File: src/design/asp_pkg.sv
// Package for the four-mode asynchronous serial port
// Assumes a single 100 MHz peripheral clock and synchronous reset
package asp_pkg;

  // ****************************************
  // Modes and timing
  // ****************************************
  typedef enum logic [1:0] {
    ASP_MODE_SHIFT8 = 2'h0,
    ASP_MODE_UART8  = 2'h1,
    ASP_MODE_UART9F = 2'h2,
    ASP_MODE_UART9V = 2'h3
  } asp_mode_t;

  localparam int          CLK_PERIOD_NS   = 10;
  localparam logic [6:0]  DIV_SHIFT       = 7'h02;
  localparam logic [6:0]  DIV_FIXED_FAST  = 7'h20;
  localparam logic [6:0]  DIV_FIXED_SLOW  = 7'h40;
  localparam logic [3:0]  OVERSAMPLE      = 4'hf;
  localparam logic [3:0]  SAMPLE_POINT    = 4'h7;
  localparam logic [3:0]  BITS_8          = 4'h8;
  localparam logic [3:0]  BITS_9          = 4'h9;
  localparam logic [15:0] BRG_RELOAD_DEF  = 16'h0000;

endpackage

File: src/design/asp_tick_gen.sv
// Bit-rate tick generator for the serial port
// Assumes the timer overflow input is a one-cycle pulse in the clk domain
`timescale 1ns/10ps
module asp_tick_gen
  import asp_pkg::*;
(
  input  wire logic        clk,          // Peripheral clock
  input  wire logic        reset,        // Sync reset, active high
  input  wire asp_pkg::asp_mode_t mode,  // Operating mode
  input  wire logic        smod,         // Mode 2 rate: 1 selects /32
  input  wire logic        use_timer,    // Variable rate from timer overflow
  input  wire logic [15:0] brg_reload,   // Baud generator reload value
  input  wire logic        timer_ovf,    // Timer overflow pulse
  output logic             tick          // Sixteenth-bit tick (bit tick in mode 0)
);
  import asp_pkg::*;

  logic [15:0] brg_reg;
  logic [6:0]  fix_reg;
  logic        brg_uf;
  logic [6:0]  fix_div;

  assign brg_uf  = (brg_reg == 16'h0000);
  assign fix_div = (mode == ASP_MODE_SHIFT8) ? DIV_SHIFT :
                   (smod ? (DIV_FIXED_FAST >> 4) : (DIV_FIXED_SLOW >> 4));

  // Dedicated baud generator counts down and reloads on underflow
  always_ff @(posedge clk) begin
    if (reset || brg_uf) begin
      brg_reg <= reset ? BRG_RELOAD_DEF : brg_reload;
    end else begin
      brg_reg <= brg_reg - 16'h0001;
    end
  end

  always_ff @(posedge clk) begin
    if (reset || fix_reg >= fix_div - 7'h01) begin
      fix_reg <= 7'h00;
    end else begin
      fix_reg <= fix_reg + 7'h01;
    end
  end

  // Mode 0 and 2 fixed, modes 1 and 3 variable
  always_comb begin
    case (mode)
      ASP_MODE_SHIFT8, ASP_MODE_UART9F: tick = (fix_reg == fix_div - 7'h01);
      default:                          tick = use_timer ? timer_ovf : brg_uf;
    endcase
  end

  a_fixed_tick_gap: assert property (@(posedge clk) disable iff (reset)
    (mode == ASP_MODE_SHIFT8) && $stable(mode) && tick |=> !tick ##1 tick)
    else $error("mode 0 tick not every 2 clocks");

endmodule

File: src/design/asp_serial_port.sv
// Four-mode asynchronous serial port: transmitter, buffered receiver
// Assumes rxd is already synchronous to clk and the rate source is stable
//
// Operation
// - Transmitter and receiver run independently for full duplex in modes 1 to 3; mode 0 only transmits.
// - Receiver assembles a new byte while the previous one waits unread.
// - A second byte completing before the first is read causes overrun.
// - Frames carry 8 or 9 data bits, least significant bit first.
// - Mode 0 is an 8-bit shift register at peripheral clock over 2.
// - Mode 1 is an 8-bit UART at a variable rate.
// - Mode 2 is a 9-bit UART at peripheral clock over 32 or 64.
// - Mode 3 is a 9-bit UART at a variable rate.
// - Variable rate comes from baud generator underflow or timer overflow.
// - A pulse is raised when transmission or reception completes.
// - Data arrives on the receive line and leaves on the transmit line in modes 1 to 3, on the receive line in mode 0.
`timescale 1ns/10ps
module asp_serial_port
  import asp_pkg::*;
(
  input  wire logic        clk,          // Peripheral clock, 100 MHz
  input  wire logic        reset,        // Sync reset, active high
  input  wire asp_pkg::asp_mode_t mode,  // Operating mode
  input  wire logic        smod,         // Mode 2: 1 selects /32, 0 selects /64
  input  wire logic        use_timer,    // Variable rate from timer overflow
  input  wire logic [15:0] brg_reload,   // Baud generator reload value
  input  wire logic        timer_ovf,    // Timer overflow pulse
  input  wire logic        addr_filter,  // Multiprocessor address filtering
  input  wire logic        rx_enable,    // Receiver enable
  input  wire logic        tx_start,     // Start a transmission (pulse)
  input  wire logic [8:0]  tx_data,      // Data to send, bit 8 used in 9-bit modes
  output logic             tx_busy,      // Transmitter busy
  input  wire logic        rx_read,      // Consume the receive register (pulse)
  output logic [8:0]       rx_data,      // Receive register
  output logic             rx_full,      // Receive register holds unread data
  output logic             rx_overrun,   // Overrun seen, sticky until read
  output logic             tx_done_irq,  // Transmission complete pulse
  output logic             rx_done_irq,  // Reception complete pulse
  input  wire logic        rxd_in,       // Receive line input
  output logic             rxd_out,      // Receive line drive (mode 0 data out)
  output logic             rxd_oe_n,     // Receive line enable, low drives
  output logic             txd           // Transmit line
);
  import asp_pkg::*;

  typedef enum logic [1:0] {ASP_IDLE, ASP_START, ASP_DATA, ASP_STOP} asp_state_t;

  // ****************************************
  // Helpers
  // ****************************************
  function automatic logic [3:0] frame_bits(input asp_mode_t m);
    frame_bits = (m == ASP_MODE_UART9F || m == ASP_MODE_UART9V) ?
                 BITS_9 : BITS_8;
  endfunction

  logic tick;
  logic is_sync;
  assign is_sync = (mode == ASP_MODE_SHIFT8);

  asp_tick_gen u_tick (
    .clk        (clk),
    .reset      (reset),
    .mode       (mode),
    .smod       (smod),
    .use_timer  (use_timer),
    .brg_reload (brg_reload),
    .timer_ovf  (timer_ovf),
    .tick       (tick)
  );

  // ****************************************
  // Transmitter
  // ****************************************
  asp_state_t  tx_state_reg;
  logic [8:0]  tx_shift_reg;
  logic [3:0]  tx_cnt_reg;
  logic [3:0]  tx_sub_reg;
  logic        tx_bit_tick;
  logic        txd_reg;
  logic        rx_mode0_drive_reg;

  // Mode 0 bit tick is the raw tick, async modes divide by 16
  assign tx_bit_tick = tick && (is_sync || tx_sub_reg == OVERSAMPLE);
  assign tx_busy     = (tx_state_reg != ASP_IDLE);

  always_ff @(posedge clk) begin
    if (reset || tx_state_reg == ASP_IDLE) begin
      tx_sub_reg <= 4'h0;
    end else if (tick) begin
      tx_sub_reg <= tx_sub_reg + 4'h1;
    end
  end

  always_ff @(posedge clk) begin
    if (reset) begin
      tx_state_reg <= ASP_IDLE;
      tx_shift_reg <= 9'h000;
      tx_cnt_reg   <= 4'h0;
      txd_reg      <= 1'b1;
      tx_done_irq  <= 1'b0;
      rx_mode0_drive_reg <= 1'b0;
    end else begin
      tx_done_irq <= 1'b0;
      case (tx_state_reg)
        ASP_IDLE: begin
          txd_reg <= 1'b1;
          rx_mode0_drive_reg <= 1'b0;
          if (tx_start) begin
            tx_shift_reg <= tx_data;
            tx_cnt_reg   <= 4'h0;
            // Mode 0 waits for a tick too, so bit 0 lasts a full period
            tx_state_reg <= ASP_START;
            rx_mode0_drive_reg <= is_sync;
          end
        end
        ASP_START: begin
          txd_reg <= is_sync;
          if (tx_bit_tick) begin
            tx_state_reg <= ASP_DATA;
          end
        end
        ASP_DATA: begin
          // In mode 0 txd carries the shift clock, data goes on rxd
          txd_reg <= is_sync ? tx_cnt_reg[0] : tx_shift_reg[0];
          if (tx_bit_tick) begin
            tx_shift_reg <= {1'b0, tx_shift_reg[8:1]};
            tx_cnt_reg   <= tx_cnt_reg + 4'h1;
            if (tx_cnt_reg == frame_bits(mode) - 4'h1) begin
              tx_state_reg <= is_sync ? ASP_IDLE : ASP_STOP;
              tx_done_irq  <= is_sync;
            end
          end
        end
        ASP_STOP: begin
          txd_reg <= 1'b1;
          if (tx_bit_tick) begin
            tx_state_reg <= ASP_IDLE;
            tx_done_irq  <= 1'b1;
          end
        end
        default: tx_state_reg <= ASP_IDLE;
      endcase
    end
  end

  assign txd      = txd_reg;
  assign rxd_out  = tx_shift_reg[0];
  assign rxd_oe_n = ~rx_mode0_drive_reg;

  // ****************************************
  // Receiver (async modes), runs beside the transmitter
  // ****************************************
  asp_state_t  rx_state_reg;
  logic [8:0]  rx_shift_reg;
  logic [3:0]  rx_cnt_reg;
  logic [3:0]  rx_sub_reg;
  logic        rx_sample;
  logic        rx_done_next;
  logic [8:0]  rx_word_next;
  logic        rx_prev_reg;

  assign rx_sample = tick && (rx_sub_reg == SAMPLE_POINT);

  always_ff @(posedge clk) begin
    if (reset) begin
      rx_prev_reg <= 1'b1;
    end else begin
      rx_prev_reg <= rxd_in;
    end
  end

  always_ff @(posedge clk) begin
    if (reset || rx_state_reg == ASP_IDLE) begin
      rx_sub_reg <= 4'h0;
    end else if (tick) begin
      rx_sub_reg <= rx_sub_reg + 4'h1;
    end
  end

  // The 8-bit frame lands right-aligned, ninth bit shifts in on top
  always_comb begin
    rx_word_next = (frame_bits(mode) == BITS_9) ? rx_shift_reg : {1'b0, rx_shift_reg[8:1]};
  end

  always_ff @(posedge clk) begin
    if (reset) begin
      rx_state_reg <= ASP_IDLE;
      rx_shift_reg <= 9'h000;
      rx_cnt_reg   <= 4'h0;
      rx_done_next <= 1'b0;
    end else begin
      rx_done_next <= 1'b0;
      case (rx_state_reg)
        ASP_IDLE: begin
          // Falling edge on an idle-high line marks a start bit
          if (rx_enable && !is_sync && rx_prev_reg && !rxd_in) begin
            rx_state_reg <= ASP_START;
          end
        end
        ASP_START: begin
          if (rx_sample) begin
            // A start bit gone high again was a glitch
            rx_state_reg <= rxd_in ? ASP_IDLE : ASP_DATA;
            rx_cnt_reg   <= 4'h0;
          end
        end
        ASP_DATA: begin
          if (rx_sample) begin
            rx_shift_reg <= {rxd_in, rx_shift_reg[8:1]};
            rx_cnt_reg   <= rx_cnt_reg + 4'h1;
            if (rx_cnt_reg == frame_bits(mode) - 4'h1) begin
              rx_state_reg <= ASP_STOP;
            end
          end
        end
        ASP_STOP: begin
          if (rx_sample) begin
            rx_state_reg <= ASP_IDLE;
            // Frames with a low stop bit are dropped as framing errors
            rx_done_next <= rxd_in;
          end
        end
        default: rx_state_reg <= ASP_IDLE;
      endcase
    end
  end

  // ****************************************
  // Receive register, overrun and address filter
  // ****************************************
  logic rx_accept;
  logic [8:0] rx_hold_reg;
  // Ninth bit is set in both layouts at bit 8 for 9-bit modes
  assign rx_accept = rx_done_next &&
                     !(addr_filter && frame_bits(mode) == BITS_9 && !rx_hold_reg[8]);

  always_ff @(posedge clk) begin
    if (reset) begin
      rx_hold_reg <= 9'h000;
    end else if (rx_state_reg == ASP_STOP && rx_sample) begin
      rx_hold_reg <= rx_word_next;
    end
  end

  // Old unread byte is kept, the new one is lost
  always_ff @(posedge clk) begin
    if (reset) begin
      rx_data    <= 9'h000;
      rx_full    <= 1'b0;
      rx_overrun <= 1'b0;
    end else begin
      // A read in the same cycle frees the register for the new byte
      if (rx_accept && (!rx_full || rx_read)) begin
        rx_data <= rx_hold_reg;
      end
      if (rx_accept) begin
        rx_full <= 1'b1;
      end else if (rx_read) begin
        rx_full <= 1'b0;
      end
      if (rx_accept && rx_full && !rx_read) begin
        rx_overrun <= 1'b1;
      end else if (rx_read) begin
        rx_overrun <= 1'b0;
      end
    end
  end

  always_ff @(posedge clk) begin
    if (reset) begin
      rx_done_irq <= 1'b0;
    end else begin
      rx_done_irq <= rx_accept;
    end
  end

  // ****************************************
  // Checks
  // ****************************************
  a_overrun_sets: assert property (@(posedge clk) disable iff (reset)
    rx_accept && rx_full && !rx_read |=> rx_overrun)
    else $error("overrun not flagged");

  a_rx_irq_follows: assert property (@(posedge clk) disable iff (reset)
    rx_accept |=> rx_done_irq && rx_full)
    else $error("rx done pulse missing");

  a_tx_irq_idle: assert property (@(posedge clk) disable iff (reset)
    tx_done_irq |-> !tx_busy && $past(tx_busy))
    else $error("tx done without end of frame");

  a_stop_high: assert property (@(posedge clk) disable iff (reset)
    tx_state_reg == ASP_STOP ##1 tx_state_reg == ASP_STOP |-> txd)
    else $error("stop bit not high");

  a_idle_high: assert property (@(posedge clk) disable iff (reset)
    $past(tx_state_reg) == ASP_IDLE && tx_state_reg == ASP_IDLE |-> txd)
    else $error("line not idle high");

  a_addr_filter: assert property (@(posedge clk) disable iff (reset)
    rx_done_next && addr_filter && frame_bits(mode) == BITS_9 && !rx_hold_reg[8]
    |=> !rx_done_irq)
    else $error("data frame passed address filter");

  a_keep_unread: assert property (@(posedge clk) disable iff (reset)
    rx_full && !rx_read |=> rx_data == $past(rx_data))
    else $error("unread byte overwritten");

  a_lsb_first: assert property (@(posedge clk) disable iff (reset)
    tx_state_reg == ASP_DATA && !is_sync && $past(tx_state_reg) == ASP_DATA
    |-> txd == $past(tx_shift_reg[0]))
    else $error("tx not lsb first");

endmodule

File: config.mk
export PLATFORM = sky130hd
export DESIGN_NAME = asp_serial_port
export DESIGN_NICKNAME = d
export VERILOG_FILES = /design/src/design/asp_pkg.sv /design/src/design/asp_tick_gen.sv /design/src/design/asp_serial_port.sv
export SDC_FILE = /design/constraint.sdc
export NUM_CORES = 1
export LEC_CHECK = 0
export ABC_CLOCK_PERIOD_IN_PS = 3350
export BUFFER_PORTS_ARGS = -buffer_cell sky130_fd_sc_hd__buf_2
export CAP_MARGIN = 20
export CORE_MARGIN = 10
export CORE_UTILIZATION = 55
export DETAILED_ROUTE_END_ITERATION = 8
export GPL_TIMING_DRIVEN = 0
export HOLD_SLACK_MARGIN = 0.1
export PLACE_DENSITY = 0.85
export SYNTH_ARGS = -nofsm -noshare
export SYNTH_HDL_FRONTEND = slang
export SYNTH_SLANG_ARGS = --single-unit
File: constraint.sdc
create_clock -name clk -period 3.35 [get_ports clk]
set_clock_uncertainty 0.1 [all_clocks]
set_input_delay 0.335 -clock clk [delete_from_list [all_inputs] [get_ports clk]]
set_output_delay 0.335 -clock clk [all_outputs]
set_load 0.03 [all_outputs]
Yosys cells after proc, flatten, opt, wreduce, memory -nomap -nowiden
Cells that the tools add are included.
Widths: inputs -> output; s select.
- add/subtract/negate cells: 8
- $lt $le $gt $ge: 1
- equality and inequality tests: 24
- mux-type cells: 41
- bitwise operators: 3
- reduce and logical (&&, ||, !) cells: 42
- operators by type and width (operator ; number):
    $mux 16 ; 2
    $mux 9 ; 3
    $mux 2 ; 12
    $ne 2x2->1 const B ; 9
    $pmux 9 s2 ; 1
    $add 4x1->4 const B ; 4
    $logic_not 16->1 ; 1
    $mux 4 ; 4
    $pmux 2 s4 ; 2
    $pmux 4 s2 ; 2
    $sub 16x1->16 const B ; 1
    $eq 2x2->1 const B ; 6
    $logic_and 1x1->1 ; 12
    $mux 1 ; 11
    $reduce_and 5->1 ; 2
    $reduce_bool 2->1 ; 5
    $eq 4x4->1 ; 2
    $eq 4x4->1 const B ; 2
    $add 7x1->7 const B ; 1
    $eq 7x7->1 ; 1
    $ge 7x7->1 ; 1
    $logic_or 1x1->1 ; 7
    $mux 7 ; 1
    $sub 7x1->7 const B ; 1
    other kinds (14) ; 26
- bits in registers: 87
- output and inout port bits: 17

Logic depth before layout (Yosys ltp)
- depth after elaboration: 11
- gate-level depth with buffers: 11
- gate-level depth less buffers: 9

Cells and area by module
Synthesis repeated with hierarchy kept, for this count alone.
- cell total of the unflattened synthesis: 434
- area total of the unflattened synthesis: 4065.1 um2
- by module, submodules not included (module ; instances ; cells an instance ; area an instance (um2) ; sequential area each (um2)):
    asp_serial_port ; 1 ; 312 ; 2979.1 ; 1281.2
    asp_tick_gen ; 1 ; 122 ; 1086.0 ; 460.4

Least setup slack after synthesis
OpenSTA, ideal clock, no wires.
- path kind: input port to flip-flop
- start point: in mode[1]
- end point: reg tx_shift_reg[0]
- setup time: 0.080 ns
- arrival time: 2.455 ns
- data required time: 3.170 ns
- slack: 0.715 ns
- cell stages on the path: 11
- path buffers: 2
- path through: clkbuf_1 -> nor2_1 -> or2_2 -> ha_1 -> nand2_1 -> nor3_4 -> nor3_1 -> a2111oi_4 -> buf_4 -> nor2_1 -> a211oi_2
- longest elaborated chain between the ends: 8
- ends and longest elaborated chain (item ; RTL line ; source):
    from (decl) ; asp_serial_port.sv:22 ; input wire asp_pkg::asp_mode_t mode,
    $logic_not 2->1 ; asp_tick_gen.sv:24, asp_tick_gen.sv:46, asp_serial_port.sv:57 ;
    $mux 7 ; asp_tick_gen.sv:24 ; assign fix_div = (mode == ASP_MODE_SHIFT8) ? DIV_SHIFT :
    $sub 7x1->7 ; asp_tick_gen.sv:47 ; ASP_MODE_SHIFT8, ASP_MODE_UART9F: tick = (fix_reg == fix_div - 7'h01);
    $eq 7x7->1 ; asp_tick_gen.sv:47 ;
    $mux 1 ; asp_tick_gen.sv:46 ; case (mode)
    $logic_and 1x1->1 * ; asp_serial_port.sv:82 ; assign tx_bit_tick = tick && (is_sync || tx_sub_reg == OVERSAMPLE);
    $ne 2x2->1 (no line) * ; -- ;
    $reduce_and 3->1 (no line) * ; -- ;
    to (signal assigned) ; asp_serial_port.sv:108 ; tx_shift_reg <= tx_data;
    to (signal assigned) ; asp_serial_port.sv:125 ; tx_shift_reg <= {1'b0, tx_shift_reg[8:1]};
    to (decl) ; asp_serial_port.sv:74 ; logic [8:0] tx_shift_reg;
Mark *: on every way between the ends. The rest lies on a longest branch, timed or not.
A chain may end at the register's enable or synchronous reset.

Final worst setup path
- start point: reg tx_state_reg[0]
- end point: reg tx_state_reg[1]
- longest elaborated chain between the ends: 3
- ends and longest elaborated chain (item ; RTL line ; source):
    from (decl) ; asp_serial_port.sv:73 ; asp_state_t tx_state_reg;
    from (signal assigned) ; asp_serial_port.sv:128 ; tx_state_reg <= is_sync ? ASP_IDLE : ASP_STOP;
    $eq 2x2->1, or another cell as far along ; asp_serial_port.sv:103 ; case (tx_state_reg)
    $ne 2x2->1 (no line) ; -- ;
    $reduce_and 5->1 (no line) ; -- ;
Several ways; a longest one is shown, not always the timed one.

==> impl_metrics.yaml <==
clock_network:
  cts_tree: "yes"
  cts_buffers: 9
  cts_root_buf: "clkbuf_8"
  htree_levels: 3
  clock_latency_ps: 370
  clock_sinks: 87
  path_clk_slew_ps: 100
  cts_buffer_depth: 2
synth:
  post_synth.cell_area_avg_um2: 8.96
  synth_top_area_share_pct: 43.1
  synth_edf_count: 0
  synthTopCellsByCount: "dfxtp_1 (87), nor2_1 (58), nand2_1 (42)"
  synthArstFlopShare_pct: 0
  synth_cells: 451
  synth_area_leader_cell: "dfxtp_1"
  synth.most_common_cell: "dfxtp_1"
  syn_area_mm2: 0.00404
  synth_seq_cells: 87
  synth_area_leaders: "dfxtp_1 (43%), mux2i_1 (6.4%), nor2_1 (5.4%), ha_1 (4.0%), nand2_1 (3.9%)"
  yosys_warnings: 0
  seq_area_frac_synth_pct: 43.1
  ys_types: 54
  yosys_most_used_dff: "dfxtp_1"
status:
  outcome: "completed"
worst_setup_path:
  worstPathCellList: "inv_1 -> ha_1 -> clkbuf_1 -> inv_1 -> nor2_1 -> nor3_1 -> a2111oi_0 -> o311ai_0 -> o41ai_1"
  crit_slowest_cell: "a2111oi_0"
  critPathTopFamily: "compound AO/OA/AOI/OAI gates"
  critical_path.max_stage_delay_ps: 640
  reg2reg_slack_ps: 550
  crit_type: "flip-flop to flip-flop"
  crit_fanout: 8
  worst-r2r-cell-count: 9
  start_kind: "flip-flop"
  worstSetupPathDepth: 9
  critical_path_buf_inv_count: 3
  crit_top_cell: "inv_1"
  crit_path_end_kind: "flip-flop"
  cp.required_ps: 3520
  cp.arrival_ps: 2970
finish:
  fin_nets: 567
  final_cell_area_mm2: 0.00463
  fillers: 592
  layout-drive-gt1-share_pct: 18.0
  largest_register_ffs: 16
  area_delta_synth_final_pct: 14.7
  num_antenna_cells: 0
run:
  maxCapViolCount: 0
floorplan:
  num_io_pins: 54
  die_w_um: 106
  die_area_mm2: 0.0112
  chipHeight_um: 106
  start_util_pct: 56.0
  row_count: 31
  core-area_mm2: 0.00721
sta:
  relSlewSlack_pct: 52.5
  finalMaxSlewViolations: 0
  layout_min_cycle_time_ps: 2800
  setup_violations: 0
  final_hold_viol_count: 0
  timing.hold.ws_ps: 122
  rsz0062_at_grt: "false"
  fmax_ghz: 0.357
  worst_pin_slew_ps: 694
  finalSetupTns_ps: 0
  min_period_over_period_pct: 83.7
place:
  gp_routability_congestion: 0.866
  place_area_mm2: 0.00443
  dp_hpwl_um: 6780
  io_buffers: 51
global_route:
  grt_pass1_vias: 3546
  grt_max_degree: 19
  overflow: 0
  antenna_found_initial: 0
  grt_use_total_pct: 16.4
  grt_pass1_wl_um: 15400
route:
  route.detailed.drc: 0
  num_vias: 3491
  drt_iter0_markers: 132
  wire_per_inst_um: 14.7
  ant_nets: 0
  wl_um: 9160
  dr.pass1.iters: 4
  via_per_inst: 5.62
power_and_ir_drop:
  cellLeakagePower_nw: 1.85
  peakVddDrop_mv: 0.442
  finalPower_mw: 3.18
  power.density_mw_per_mm2: 686
hold_path:
  hold_depth: 2
  hp-class: "primary input to flip-flop"
==> what timing repair did <==
action / 4_1_cts / 5_1_grt
gates resized for setup: 0 / 0
hold buffers: 1 / 0
hold endpoints to repair: 1 / 0
setup buffers: 0 / 0
==> worst paths after layout <==
path                                          end                            start
setup reg to reg     tx_state_reg[1]$_SDFFE_PP0P_     tx_state_reg[0]$_SDFFE_PP0P_
setup / recovery     tx_state_reg[1]$_SDFFE_PP0P_     tx_state_reg[0]$_SDFFE_PP0P_
hold / removal             rx_prev_reg$_SDFF_PP1_                           rxd_in
hold reg to reg   rx_mode0_drive_reg$_SDFFE_PP0P_  rx_mode0_drive_reg$_SDFFE_PP0P_
==> routing by layer <==
layer	GRT usage, %	wire [um]	up-vias
li1	-	-	1747
met1	18.5	4070	1634
met2	28.0	4380	96
met3	4.38	565	14
met4	8.32	144	0
met5	0	0	-
==> cell families (layout without fill, tap and decap cells) <==
logic type / count (synthesis) / after routing / synth area share, %
XOR/XNOR: 15 / 15 / 3.25
multiplexers: 26 / 26 / 6.44
adder cells (fa/ha/maj): 13 / 13 / 4.02
flip-flops: 87 / 87 / 43.1
other: 1 / 4 / 0.0928
buffers and inverters: 35 / 103 / 3.71
AND/OR/NAND/NOR: 176 / 176 / 21.8
AO/OA/AOI/OAI: 98 / 98 / 17.6
==> through the flow <==
stage / utilization [%] / setup WS (ps) / instances
final: 64.2 / 547 / 621
after global routing: 64.2 / 205 / 621
after CTS: 64.2 / 607 / 621
after detailed placement: 61.4 / 237 / 604
after global placement: 61.4 / 290 / 604
after floorplan: - / 715 / 454
==> worst register-to-register path, cell delays in order (launching register included) <==
cell,delay [ps]
dfxtp_1,360
inv_1,130
ha_1,150
clkbuf_1,310
inv_1,190
nor2_1,390
nor3_1,100
a2111oi_0,640
o311ai_0,240
o41ai_1,100
==> cells in the final DEF (no fill, tap or decap), types with 6 or more instances in the layout <==
cell type / n
nor4_1: 6
clkbuf_1: 16
xor2_1: 10
nor2_1: 58
a21oi_1: 31
a211oi_1: 16
dfxtp_1: 87
nand2_1: 42
a211oi_2: 8
ha_1: 13
nor3_1: 15
mux2i_1: 26
clkbuf_8: 9
inv_1: 12
o21ai_0: 16
nand3_1: 10
buf_2: 54
==> power breakdown <==
part	internal, mW	total [mW]	switching [mW]
registers	1.19	1.33	0.131
logic	0.449	1.14	0.688
clock network	0.293	0.718	0.425
total	1.94	3.18	1.24
==> layout make-up <==
| type | instances | area, um^2 | share of cell area (%) |
|---|---|---|---|
| Clock inverter | 7 | 68.8 | 1.48 |
| Timing Repair Buffer | 52 | 265 | 5.72 |
| Inverter | 12 | 45.0 | 0.972 |
| Buffer | 23 | 105 | 2.27 |
| Tap cell | 99 | 124 | 2.67 |
| Clock buffer | 9 | 124 | 2.67 |
| Multi-Input combinational cell | 332 | 2160 | 46.6 |
| Sequential cell | 87 | 1740 | 37.6 |
(Power assumes the default switching activity.)
